`src/hw/sadcc_pkg.sv`:
```
// package: constants for the sar converter control block
package sadcc_pkg;
  localparam int unsigned NUM_INPUTS      = 10;
  localparam int unsigned SEL_W           = 4;
  localparam int unsigned RES_W           = 12;
  localparam int unsigned LO_RES_W        = 8;
  localparam int unsigned DIV_W           = 3;
  localparam int unsigned STEP_W          = 5;
  localparam int unsigned PRE_W           = 5;
  localparam logic [STEP_W-1:0] STEPS_8B  = 5'h0c;
  localparam logic [STEP_W-1:0] STEPS_12B = 5'h10;
  localparam logic [1:0] CLK_PER_STEP_M1  = 2'h3;
  localparam logic [DIV_W-1:0] DIV_MAX_CODE = 3'h5;
  localparam logic [SEL_W-1:0] SEL_MAX    = 4'h9;
  localparam logic RES_8B                 = 1'b0;
  localparam logic RES_12B                = 1'b1;
  localparam logic REF_INTERNAL           = 1'b0;
  localparam logic REF_EXTERNAL           = 1'b1;
  typedef enum logic [2:0] {
    SADCC_IDLE = 3'b001,
    SADCC_CONV = 3'b010,
    SADCC_DONE = 3'b100
  } sadcc_state_type;
endpackage

```
`src/hw/sadcc_clkdiv.sv`:
```
// converter clock divider: one-cycle enable per divided converter clock
`timescale 1ns/1ps
`default_nettype none
module sadcc_clkdiv
  import sadcc_pkg::*;
(
  input  wire logic             sys_clk,
  input  wire logic             rst_n,
  input  wire logic             run,
  input  wire logic [DIV_W-1:0] div_sel,
  output logic                  tick
);
  logic [PRE_W-1:0] cnt_ff;
  logic [PRE_W-1:0] limit;

  // codes above the largest legal one fall back to the slowest rate
  always_comb begin
    if (div_sel > DIV_MAX_CODE) begin
      limit = (PRE_W)'((1 << DIV_MAX_CODE) - 1);
    end else begin
      limit = (PRE_W)'((1 << div_sel) - 1);
    end
  end

  always_ff @(posedge sys_clk or negedge rst_n) begin
    if (!rst_n) begin
      cnt_ff <= '0;
    end else if (!run || cnt_ff >= limit) begin
      cnt_ff <= '0;
    end else begin
      cnt_ff <= cnt_ff + 1'b1;
    end
  end

  assign tick = run && (cnt_ff >= limit);
endmodule
`default_nettype wire

```
`src/hw/sadcc_top.sv`:
```
// sar converter control: sequencing, step timing, result and flags
`timescale 1ns/1ps
`default_nettype none
// Function
// - pick one of ten inputs 0..9 with a four-bit select
// - start only with global channel enable and go both set
// - on finish set done flag and load result buffer
// - resolution bit: zero is 8-bit, one is 12-bit
// - 12 steps at 8-bit, 16 steps at 12-bit
// - each step lasts four converter clock periods
// - converter clock is peripheral clock divided by 1..32 per code
// - duration runs from go rising to done rising
// - hardware clears go when conversion finishes
// - done reads zero while converting, cleared when go set
// - reference select: zero internal supply, one external pin
// - finish also sets irq flag; request raised when enabled
// - 8-bit result in upper eight bits of twelve-bit field
// - writing zero to go stops a running conversion
module sadcc_top
  import sadcc_pkg::*;
(
  input  wire logic             sys_clk,
  input  wire logic             rst_n,
  input  wire logic             converter_enable,
  input  wire logic             high_ref_source_select,
  input  wire logic             resolution_select,
  input  wire logic [DIV_W-1:0] converter_clock_divider,
  input  wire logic             global_channel_enable,
  input  wire logic [SEL_W-1:0] input_select,
  input  wire logic             go_set,
  input  wire logic             go_clear,
  input  wire logic             irq_enable,
  input  wire logic             irq_flag_clear,
  input  wire logic [RES_W-1:0] sar_data,
  output logic                  convert_go,
  output logic                  conversion_done,
  output logic                  conversion_irq_flag,
  output logic                  irq_request,
  output logic [RES_W-1:0]      result_buffer,
  output logic [NUM_INPUTS-1:0] analog_inputs_select,
  output logic                  channel_connect,
  output logic                  ext_ref_enable,
  output logic                  sample_strobe,
  output logic                  core_power
);
  // ************************************************************
  // reset release
  // ************************************************************
  logic rst_meta_ff;
  logic rst_sync_ff;
  always_ff @(posedge sys_clk or negedge rst_n) begin
    if (!rst_n) begin
      rst_meta_ff <= 1'b0;
      rst_sync_ff <= 1'b0;
    end else begin
      rst_meta_ff <= 1'b1;
      rst_sync_ff <= rst_meta_ff;
    end
  end
  wire logic rs_n = rst_sync_ff;

  // ************************************************************
  // sequencer
  // ************************************************************
  sadcc_state_type state_ff;
  sadcc_state_type nxt_state;
  logic             go_ff;
  logic             done_ff;
  logic             irq_ff;
  logic [STEP_W-1:0] step_ff;
  logic [1:0]       sub_ff;
  logic             res_ff;
  logic             tick;
  logic             start_req;
  logic             finish;
  logic [STEP_W-1:0] step_last;

  // a go request without enables is dropped, never held pending
  assign start_req = go_set && converter_enable
                     && global_channel_enable;
  assign step_last = (res_ff == RES_12B) ? STEPS_12B - 1'b1
                                         : STEPS_8B - 1'b1;
  assign finish = (state_ff == SADCC_CONV) && tick
                  && (sub_ff == CLK_PER_STEP_M1)
                  && (step_ff == step_last)
                  && !go_clear && converter_enable;

  sadcc_clkdiv u_div (
    .sys_clk (sys_clk),
    .rst_n   (rs_n),
    .run     (state_ff == SADCC_CONV && converter_enable),
    .div_sel (converter_clock_divider),
    .tick    (tick)
  );

  always_comb begin
    nxt_state = state_ff;
    case (state_ff)
      SADCC_IDLE, SADCC_DONE: begin
        if (start_req) begin
          nxt_state = SADCC_CONV;
        end
      end
      SADCC_CONV: begin
        if (go_clear || !global_channel_enable) begin
          nxt_state = SADCC_IDLE;
        end else if (finish) begin
          nxt_state = SADCC_DONE;
        end
      end
      default: nxt_state = SADCC_IDLE;
    endcase
  end

  always_ff @(posedge sys_clk or negedge rs_n) begin
    if (!rs_n) begin
      state_ff <= SADCC_IDLE;
    end else begin
      state_ff <= nxt_state;
    end
  end

  // resolution is latched at start so a mid-run change cannot skew steps
  always_ff @(posedge sys_clk or negedge rs_n) begin
    if (!rs_n) begin
      res_ff <= RES_8B;
    end else if (start_req && state_ff != SADCC_CONV) begin
      res_ff <= resolution_select;
    end
  end

  // step counting frozen while disabled
  always_ff @(posedge sys_clk or negedge rs_n) begin
    if (!rs_n) begin
      step_ff <= '0;
      sub_ff  <= '0;
    end else if (state_ff != SADCC_CONV) begin
      step_ff <= '0;
      sub_ff  <= '0;
    end else if (tick && converter_enable) begin
      sub_ff <= sub_ff + 1'b1;
      if (sub_ff == CLK_PER_STEP_M1) begin
        step_ff <= step_ff + 1'b1;
      end
    end
  end

  always_ff @(posedge sys_clk or negedge rs_n) begin
    if (!rs_n) begin
      go_ff <= 1'b0;
    end else if (start_req && state_ff != SADCC_CONV) begin
      go_ff <= 1'b1;
    end else if (finish || go_clear
                 || (state_ff == SADCC_CONV && !global_channel_enable)) begin
      go_ff <= 1'b0;
    end
  end

  always_ff @(posedge sys_clk or negedge rs_n) begin
    if (!rs_n) begin
      done_ff <= 1'b0;
    end else if (finish) begin
      done_ff <= 1'b1;
    end else if (start_req) begin
      done_ff <= 1'b0;
    end
  end

  // set wins over software clear
  always_ff @(posedge sys_clk or negedge rs_n) begin
    if (!rs_n) begin
      irq_ff <= 1'b0;
    end else if (finish) begin
      irq_ff <= 1'b1;
    end else if (irq_flag_clear) begin
      irq_ff <= 1'b0;
    end
  end

  always_ff @(posedge sys_clk or negedge rs_n) begin
    if (!rs_n) begin
      result_buffer <= '0;
    end else if (finish) begin
      if (res_ff == RES_12B) begin
        result_buffer <= sar_data;
      end else begin
        result_buffer <= {sar_data[RES_W-1:RES_W-LO_RES_W],
                          (RES_W-LO_RES_W)'(0)};
      end
    end
  end

  // ************************************************************
  // analog front-end controls
  // ************************************************************
  genvar gi;
  generate
    for (gi = 0; gi < NUM_INPUTS; gi++) begin : g_sel
      // codes above nine select nothing
      assign analog_inputs_select[gi] = global_channel_enable
        && (input_select == SEL_W'(gi));
    end
  endgenerate

  assign channel_connect = global_channel_enable
                           && (input_select <= SEL_MAX);
  assign ext_ref_enable  = high_ref_source_select == REF_EXTERNAL;
  assign core_power      = converter_enable;
  assign sample_strobe   = (state_ff == SADCC_CONV) && tick
                           && (sub_ff == CLK_PER_STEP_M1);
  assign convert_go      = go_ff;
  assign conversion_done = done_ff;
  assign conversion_irq_flag = irq_ff;
  assign irq_request     = irq_ff && irq_enable;

  // ************************************************************
  // checks
  // ************************************************************
  // converting cycles while enabled; frozen cycles add nothing, and a
  // counter keeps the long length check cheap to evaluate
  logic [STEP_W+PRE_W+1:0] len_ff;
  always_ff @(posedge sys_clk or negedge rs_n) begin
    if (!rs_n) begin
      len_ff <= '0;
    end else if (state_ff != SADCC_CONV) begin
      len_ff <= '0;
    end else if (converter_enable) begin
      len_ff <= len_ff + 1'b1;
    end
  end
endmodule
`default_nettype wire

```
`config.mk`:
```
export PLATFORM = sky130hd
export DESIGN_NAME = sadcc_top
export DESIGN_NICKNAME = d
export VERILOG_FILES = /design/src/hw/sadcc_pkg.sv /design/src/hw/sadcc_clkdiv.sv /design/src/hw/sadcc_top.sv
export SDC_FILE = /design/constraint.sdc
export NUM_CORES = 1
export LEC_CHECK = 0
export ABC_AREA = 1
export BUFFER_PORTS_ARGS = -buffer_cell sky130_fd_sc_hd__buf_2
export CAP_MARGIN = 20
export CORE_UTILIZATION = 45
export CTS_CLUSTER_DIAMETER = 50
export DETAILED_ROUTE_END_ITERATION = 16
export HOLD_SLACK_MARGIN = 0.06
export PLACE_DENSITY = 0.72
export SYNTH_ARGS = -nofsm -noshare
export SYNTH_HDL_FRONTEND = slang
export SYNTH_SLANG_ARGS = --single-unit
```
`constraint.sdc`:
```
create_clock -name sys_clk -period 3.2 [get_ports sys_clk]
set_input_delay 0.64 -clock sys_clk [delete_from_list [all_inputs] [get_ports sys_clk]]
set_output_delay 0.64 -clock sys_clk [all_outputs]
set_load 0.03 [all_outputs]
```
### Yosys cells after proc, flatten, opt, wreduce, memory -nomap -nowiden

Cells that the tools add are included.
Widths: inputs -> output; s select.

| word-level totals | value |
|---|---|
| register bits | 33 |
| bits in latches | 0 |
| RAM bits | 0 |
| bits in read-only memories | 0 |
| input port bits | 29 |
| output and inout bits | 30 |
| memories | 0 |

| operators by class | value |
|---|---|
| $add $sub $neg | 4 |
| $mul | 0 |
| divide/modulo/power cells | 0 |
| magnitude comparators | 3 |
| eq/ne operators | 17 |
| shift-type cells | 1 |
| muxes and demuxes | 19 |
| bitwise gates (word level) | 0 |
| reduce and logical (&&, ||, !) cells | 40 |

Operators with widths:

| operator | count |
|---|---|
| $mux 5 | 5 |
| $logic_and 1x1->1 | 24 |
| $eq 4x3->1 const B | 4 |
| $mux 3 | 4 |
| $add 5x1->5 const B | 2 |
| $reduce_bool 2->1 | 5 |
| $eq 4x2->1 const B | 2 |
| $eq 4x4->1 const B | 2 |
| $mux 1 | 6 |
| $ne 3x2->1 const B | 2 |
| $pmux 3 s2 | 1 |
| $eq 5x4->1 | 1 |
| $ge 5x5->1 | 1 |
| $shl 1x3->5 const A | 1 |
| $sub 5x2->5 const B | 1 |
| $eq 4x1->1 const B | 1 |
| $le 4x4->1 const B | 1 |
| $logic_not 4->1 | 1 |
| $logic_or 1x1->1 | 4 |
| $mux 2 | 2 |
| $mux 4 | 1 |
| $reduce_and 2->1 | 2 |
| $eq 3x1->1 const B | 1 |
| $eq 3x2->1 const B | 1 |
| 7 further kinds | 9 |

### Logic depth before layout (Yosys ltp)

| logic depth | value |
|---|---|
| depth in word-level cells | 14 |
| depth in mapped cells | 17 |

### Hierarchy

A second synthesis with hierarchy kept.

| second synthesis, totals | value |
|---|---|
| cells, all modules | 222 |
| area total of the unflattened synthesis | 1878.1 sq um |

By module, submodules not included:

| module | instances | cells each | area an instance (sq um) |
|---|---|---|---|
| sadcc_top | 1 | 166 | 1446.4 |
| sadcc_clkdiv | 1 | 56 | 431.7 |

### Least setup slack after synthesis

No wires, ideal clock.

| timing path | value |
|---|---|
| path type | input port to output port |
| from | in converter_clock_divider[1] |
| to | out sample_strobe |
| data arrival time | 2.239 ns |
| setup slack | 0.321 ns |
| stages | 13 |
| path through | inv_1 -> nand3_1 -> ha_1 -> inv_1 -> nor2_1 -> xor2_1 -> ha_1 -> nand2_1 -> nor2_1 -> nand2_1 -> nand3_2 -> nand3_1 -> inv_1 |

| between the ends | value |
|---|---|
| longest elaborated chain between the ends | 7 |

RTL lines:

| element | line | text |
|---|---|---|
| start: declaration | sadcc_top.sv:27 | `input wire logic [DIV_W-1:0] converter_clock_divider,` |
| $shl 1x3->5 | sadcc_clkdiv.sv:21 | `limit = (PRE_W)'((1 << div_sel) - 1);` |
| $sub 5x2->5 | sadcc_clkdiv.sv:21 |  |
| $mux 5 (*) | sadcc_clkdiv.sv:18 | `if (div_sel > DIV_MAX_CODE) begin` |
| $ge 5x5->1 (*) | sadcc_clkdiv.sv:35 | `assign tick = run && (cnt_ff >= limit);` |
| $logic_and 1x1->1 (*) | sadcc_clkdiv.sv:35 |  |
| $logic_and 1x1->1 (*) | sadcc_top.sv:209 | `assign sample_strobe = (state_ff == SADCC_CONV) && tick` |
| $logic_and 1x1->1 (*) | sadcc_top.sv:210 | `&& (sub_ff == CLK_PER_STEP_M1);` |
| end: declaration | sadcc_top.sv:43 | `output logic sample_strobe,` |

Every way passes the cells marked *; elsewhere a longest branch is shown, timed or not.

### Worst setup path after layout

Ends and elaborated chain as after synthesis.

==> results.json <==
{
  "skew_ns": 0.00369,
  "routabilityCongestion": 0.828,
  "die_area_sq_um": 4210,
  "drv_cap": 0,
  "cts_root_buffer": "clkbuf_8",
  "final_common_cell": "nand2_1",
  "drive_gt1_share_pct": 28.9,
  "die_x_um": 64.9,
  "drtAntennaViolNets": 0,
  "wl_um": 3330,
  "seqPwrFrac_pct": 49.0,
  "swShare_pct": 28.4,
  "combPwrFrac_pct": 18.1,
  "arrival_ns": 2.37,
  "die_h_um": 64.9,
  "grt_pass1_wl_um": 5660,
  "io_pins": 59,
  "synth.avg_cell_area_sq_um": 8.28,
  "synthesis.nets": 253,
  "dp_slack_ns": 0.0780,
  "viasPerCell": 4.68,
  "ys_types": 28,
  "overflow": 0,
  "rsz0062_at_grt": "no",
  "numCtsBuffers": 5,
  "p_sw_w": 0.000270,
  "ir_drop_v": 0.000192,
  "endpoint_kind": "output pin",
  "cp_max_fo": 5,
  "ys_ff_latch": 33,
  "insertedDiodeCount": 0,
  "pwr-share-clk_pct": 32.9,
  "layout_common_cells": "nand2_1, buf_2, dfrtp_1, nor2_1, inv_1",
  "grt_start_max_net_pins": 30,
  "max_freq_mhz": 332,
  "p_int_w": 0.000681,
  "fin_crit_ns": 3.01,
  "dr.pass1.iters": 4,
  "power.density_nw_per_um2": 429,
  "finalSetupViolations": 0,
  "post_cts_buffers": 0,
  "ys_warn_count": 0,
  "drt_iter0_drc": 73,
  "numClockSinks": 33,
  "htreeDepth": 2,
  "antenna_found_initial": 0,
  "vias": 1536,
  "fin_tns_setup_ns": 0,
  "cts_tree": "built",
  "avgRoutedWirePerCell_um": 10.1,
  "start_util_pct": 47.9,
  "core_region_area_sq_um": 3720,
  "hold_violations": 0,
  "track_usage_pct": 17.3,
  "core.rowCount": 22,
  "path_class": "in2out",
  "seq_area_frac_synth_pct": 46.5,
  "syn2layout_area_growth_pct": 24.8,
  "clockBufferDepth": 2,
  "io_buffers": 56,
  "syn_inst": 215,
  "clock_latency_ns": 0.28,
  "cp-start-kind": "input pin",
  "hold_class": "in2async",
  "leakagePower_nw": 1.31,
  "fin_util_pct": 59.7,
  "outcome": "completed",
  "drc": 0,
  "netlist_area_sq_um": 1780,
  "worstPathRequired_ns": 2.56,
  "grt_pass1_vias": 1371,
  "setup_slack_ns": 0.189,
  "fin_crit_sh_pct": 94.1,
  "slew_violations": 0,
  "clk_pin_slew_worst_paths_ns": 0.06,
  "hpwl_um": 2560,
  "finalNetCount": 317
}
==> kinds of logic after synthesis <==
logic type      Yosys count  synth area share, %
compound gates           18                 5.56
other cells               1                0.211
buf+inv                  30                 7.74
mux                       1                0.633
fa+ha+maj                 9                 6.33
flops                    33                 46.5
simple gates            117                 30.1
xor+xnor                  6                 2.95
==> repair_timing <==
item                       4_1_cts  5_1_grt
hold endpoints to repair         2        0
gates resized for setup          0        7
hold buffers                     1        0
setup endpoints to repair        0        1
==> registers in the layout (all words and copies together), names as in the netlist <==
register             cells
result_buffer           12
step_ff                  5
u_div.cnt_ff             5
state_ff                 3
sub_ff                   2
conversion_done          1
conversion_irq_flag      1
convert_go               1
res_ff                   1
rs_n                     1
rst_meta_ff              1
==> cell usage after synthesis, drive strengths merged <==
cell | number | area, sq um
ha | 9 | 113
xor2 | 4 | 35.0
nand3b | 2 | 15.0
xnor2 | 2 | 17.5
nor2 | 26 | 124
o21ai | 8 | 43.8
buf | 4 | 37.5
o211ai | 1 | 7.51
nand3 | 18 | 95.1
a21oi | 8 | 40.0
dfrtp | 32 | 801
mux2 | 1 | 11.3
inv | 26 | 100
nand4 | 3 | 33.8
dfstp | 1 | 26.3
nor3 | 4 | 20.0
o21bai | 1 | 7.51
nand2 | 64 | 248
conb | 1 | 3.75
==> per-layer routing <==
metal	track usage [%]	vias up	part of all wire, %
met2	28.4	44	45
met5	0	-	0
met3	3.70	5	5.4
met1	21.9	682	48
met4	7.50	0	1.3
li1	-	805	-
==> worst max-delay path, cell delays in order <==
cell,delay (ns)
buf_2,0.13
inv_2,0.07
nand3_1,0.07
ha_1,0.21
inv_1,0.07
nor2_1,0.05
xor2_1,0.16
ha_1,0.29
nand2_1,0.07
nor2_1,0.10
nand2_1,0.08
nand3_2,0.08
nand3_2,0.10
inv_2,0.08
buf_4,0.15
==> stage by stage <==
step	cell area (sq um)	hold WS (ns)	power [W]	std cells
after floorplan	1780	0.331	0.000596	215
after global placement	2110	0.0292	0.000642	319
after detailed placement	2110	0.0294	0.000645	319
after CTS	2210	0.123	0.000965	328
after global routing	2220	0.129	0.00100	328
final	2220	0.133	0.000951	328
==> cell type report <==
cell class	count	area [sq um]
clock buffer	8	90.1
tap	48	60.1
fill	350	1500
multi-input combinational	152	820
inverter	26	100
sequential	33	827
timing repair buffer	61	323
==> worst paths after layout <==
path,startpoint,end,slack [ns],depth (start not counted)
max,converter_clock_divider[1],sample_strobe,0.19,15
min,rst_n,rst_meta_ff$_DFF_PN0_,0.13,1
max reg2reg,u_div.cnt_ff[3]$_DFF_PN0_,result_buffer[3]$_DFFE_PN0P_,1.35,11
min reg2reg,rs_n$_DFF_PN0_,state_ff[2]$_DFFE_PN0P_,0.28,1
max in group asynchronous,rs_n$_DFF_PN0_,result_buffer[1]$_DFFE_PN0P_,2.49,1
min in group sys_clk,rst_meta_ff$_DFF_PN0_,rs_n$_DFF_PN0_,0.35,0
==> power groups by stage <==
| stage | combinational (W) | sequential, W | clock (W) |
|---|---|---|---|
| 4_1_cts | 0.000173 | 0.000466 | 0.000326 |
| 3_5_place_dp | 0.000171 | 0.000474 | 0 |
| 5_1_grt | 0.000198 | 0.000468 | 0.000339 |
| 2_1_floorplan | 0.000118 | 0.000478 | 0 |
| 6_report | 0.000172 | 0.000466 | 0.000313 |
| 3_3_place_gp | 0.000169 | 0.000474 | 0 |
No activity file was read; power rests on OpenSTA's default activity.
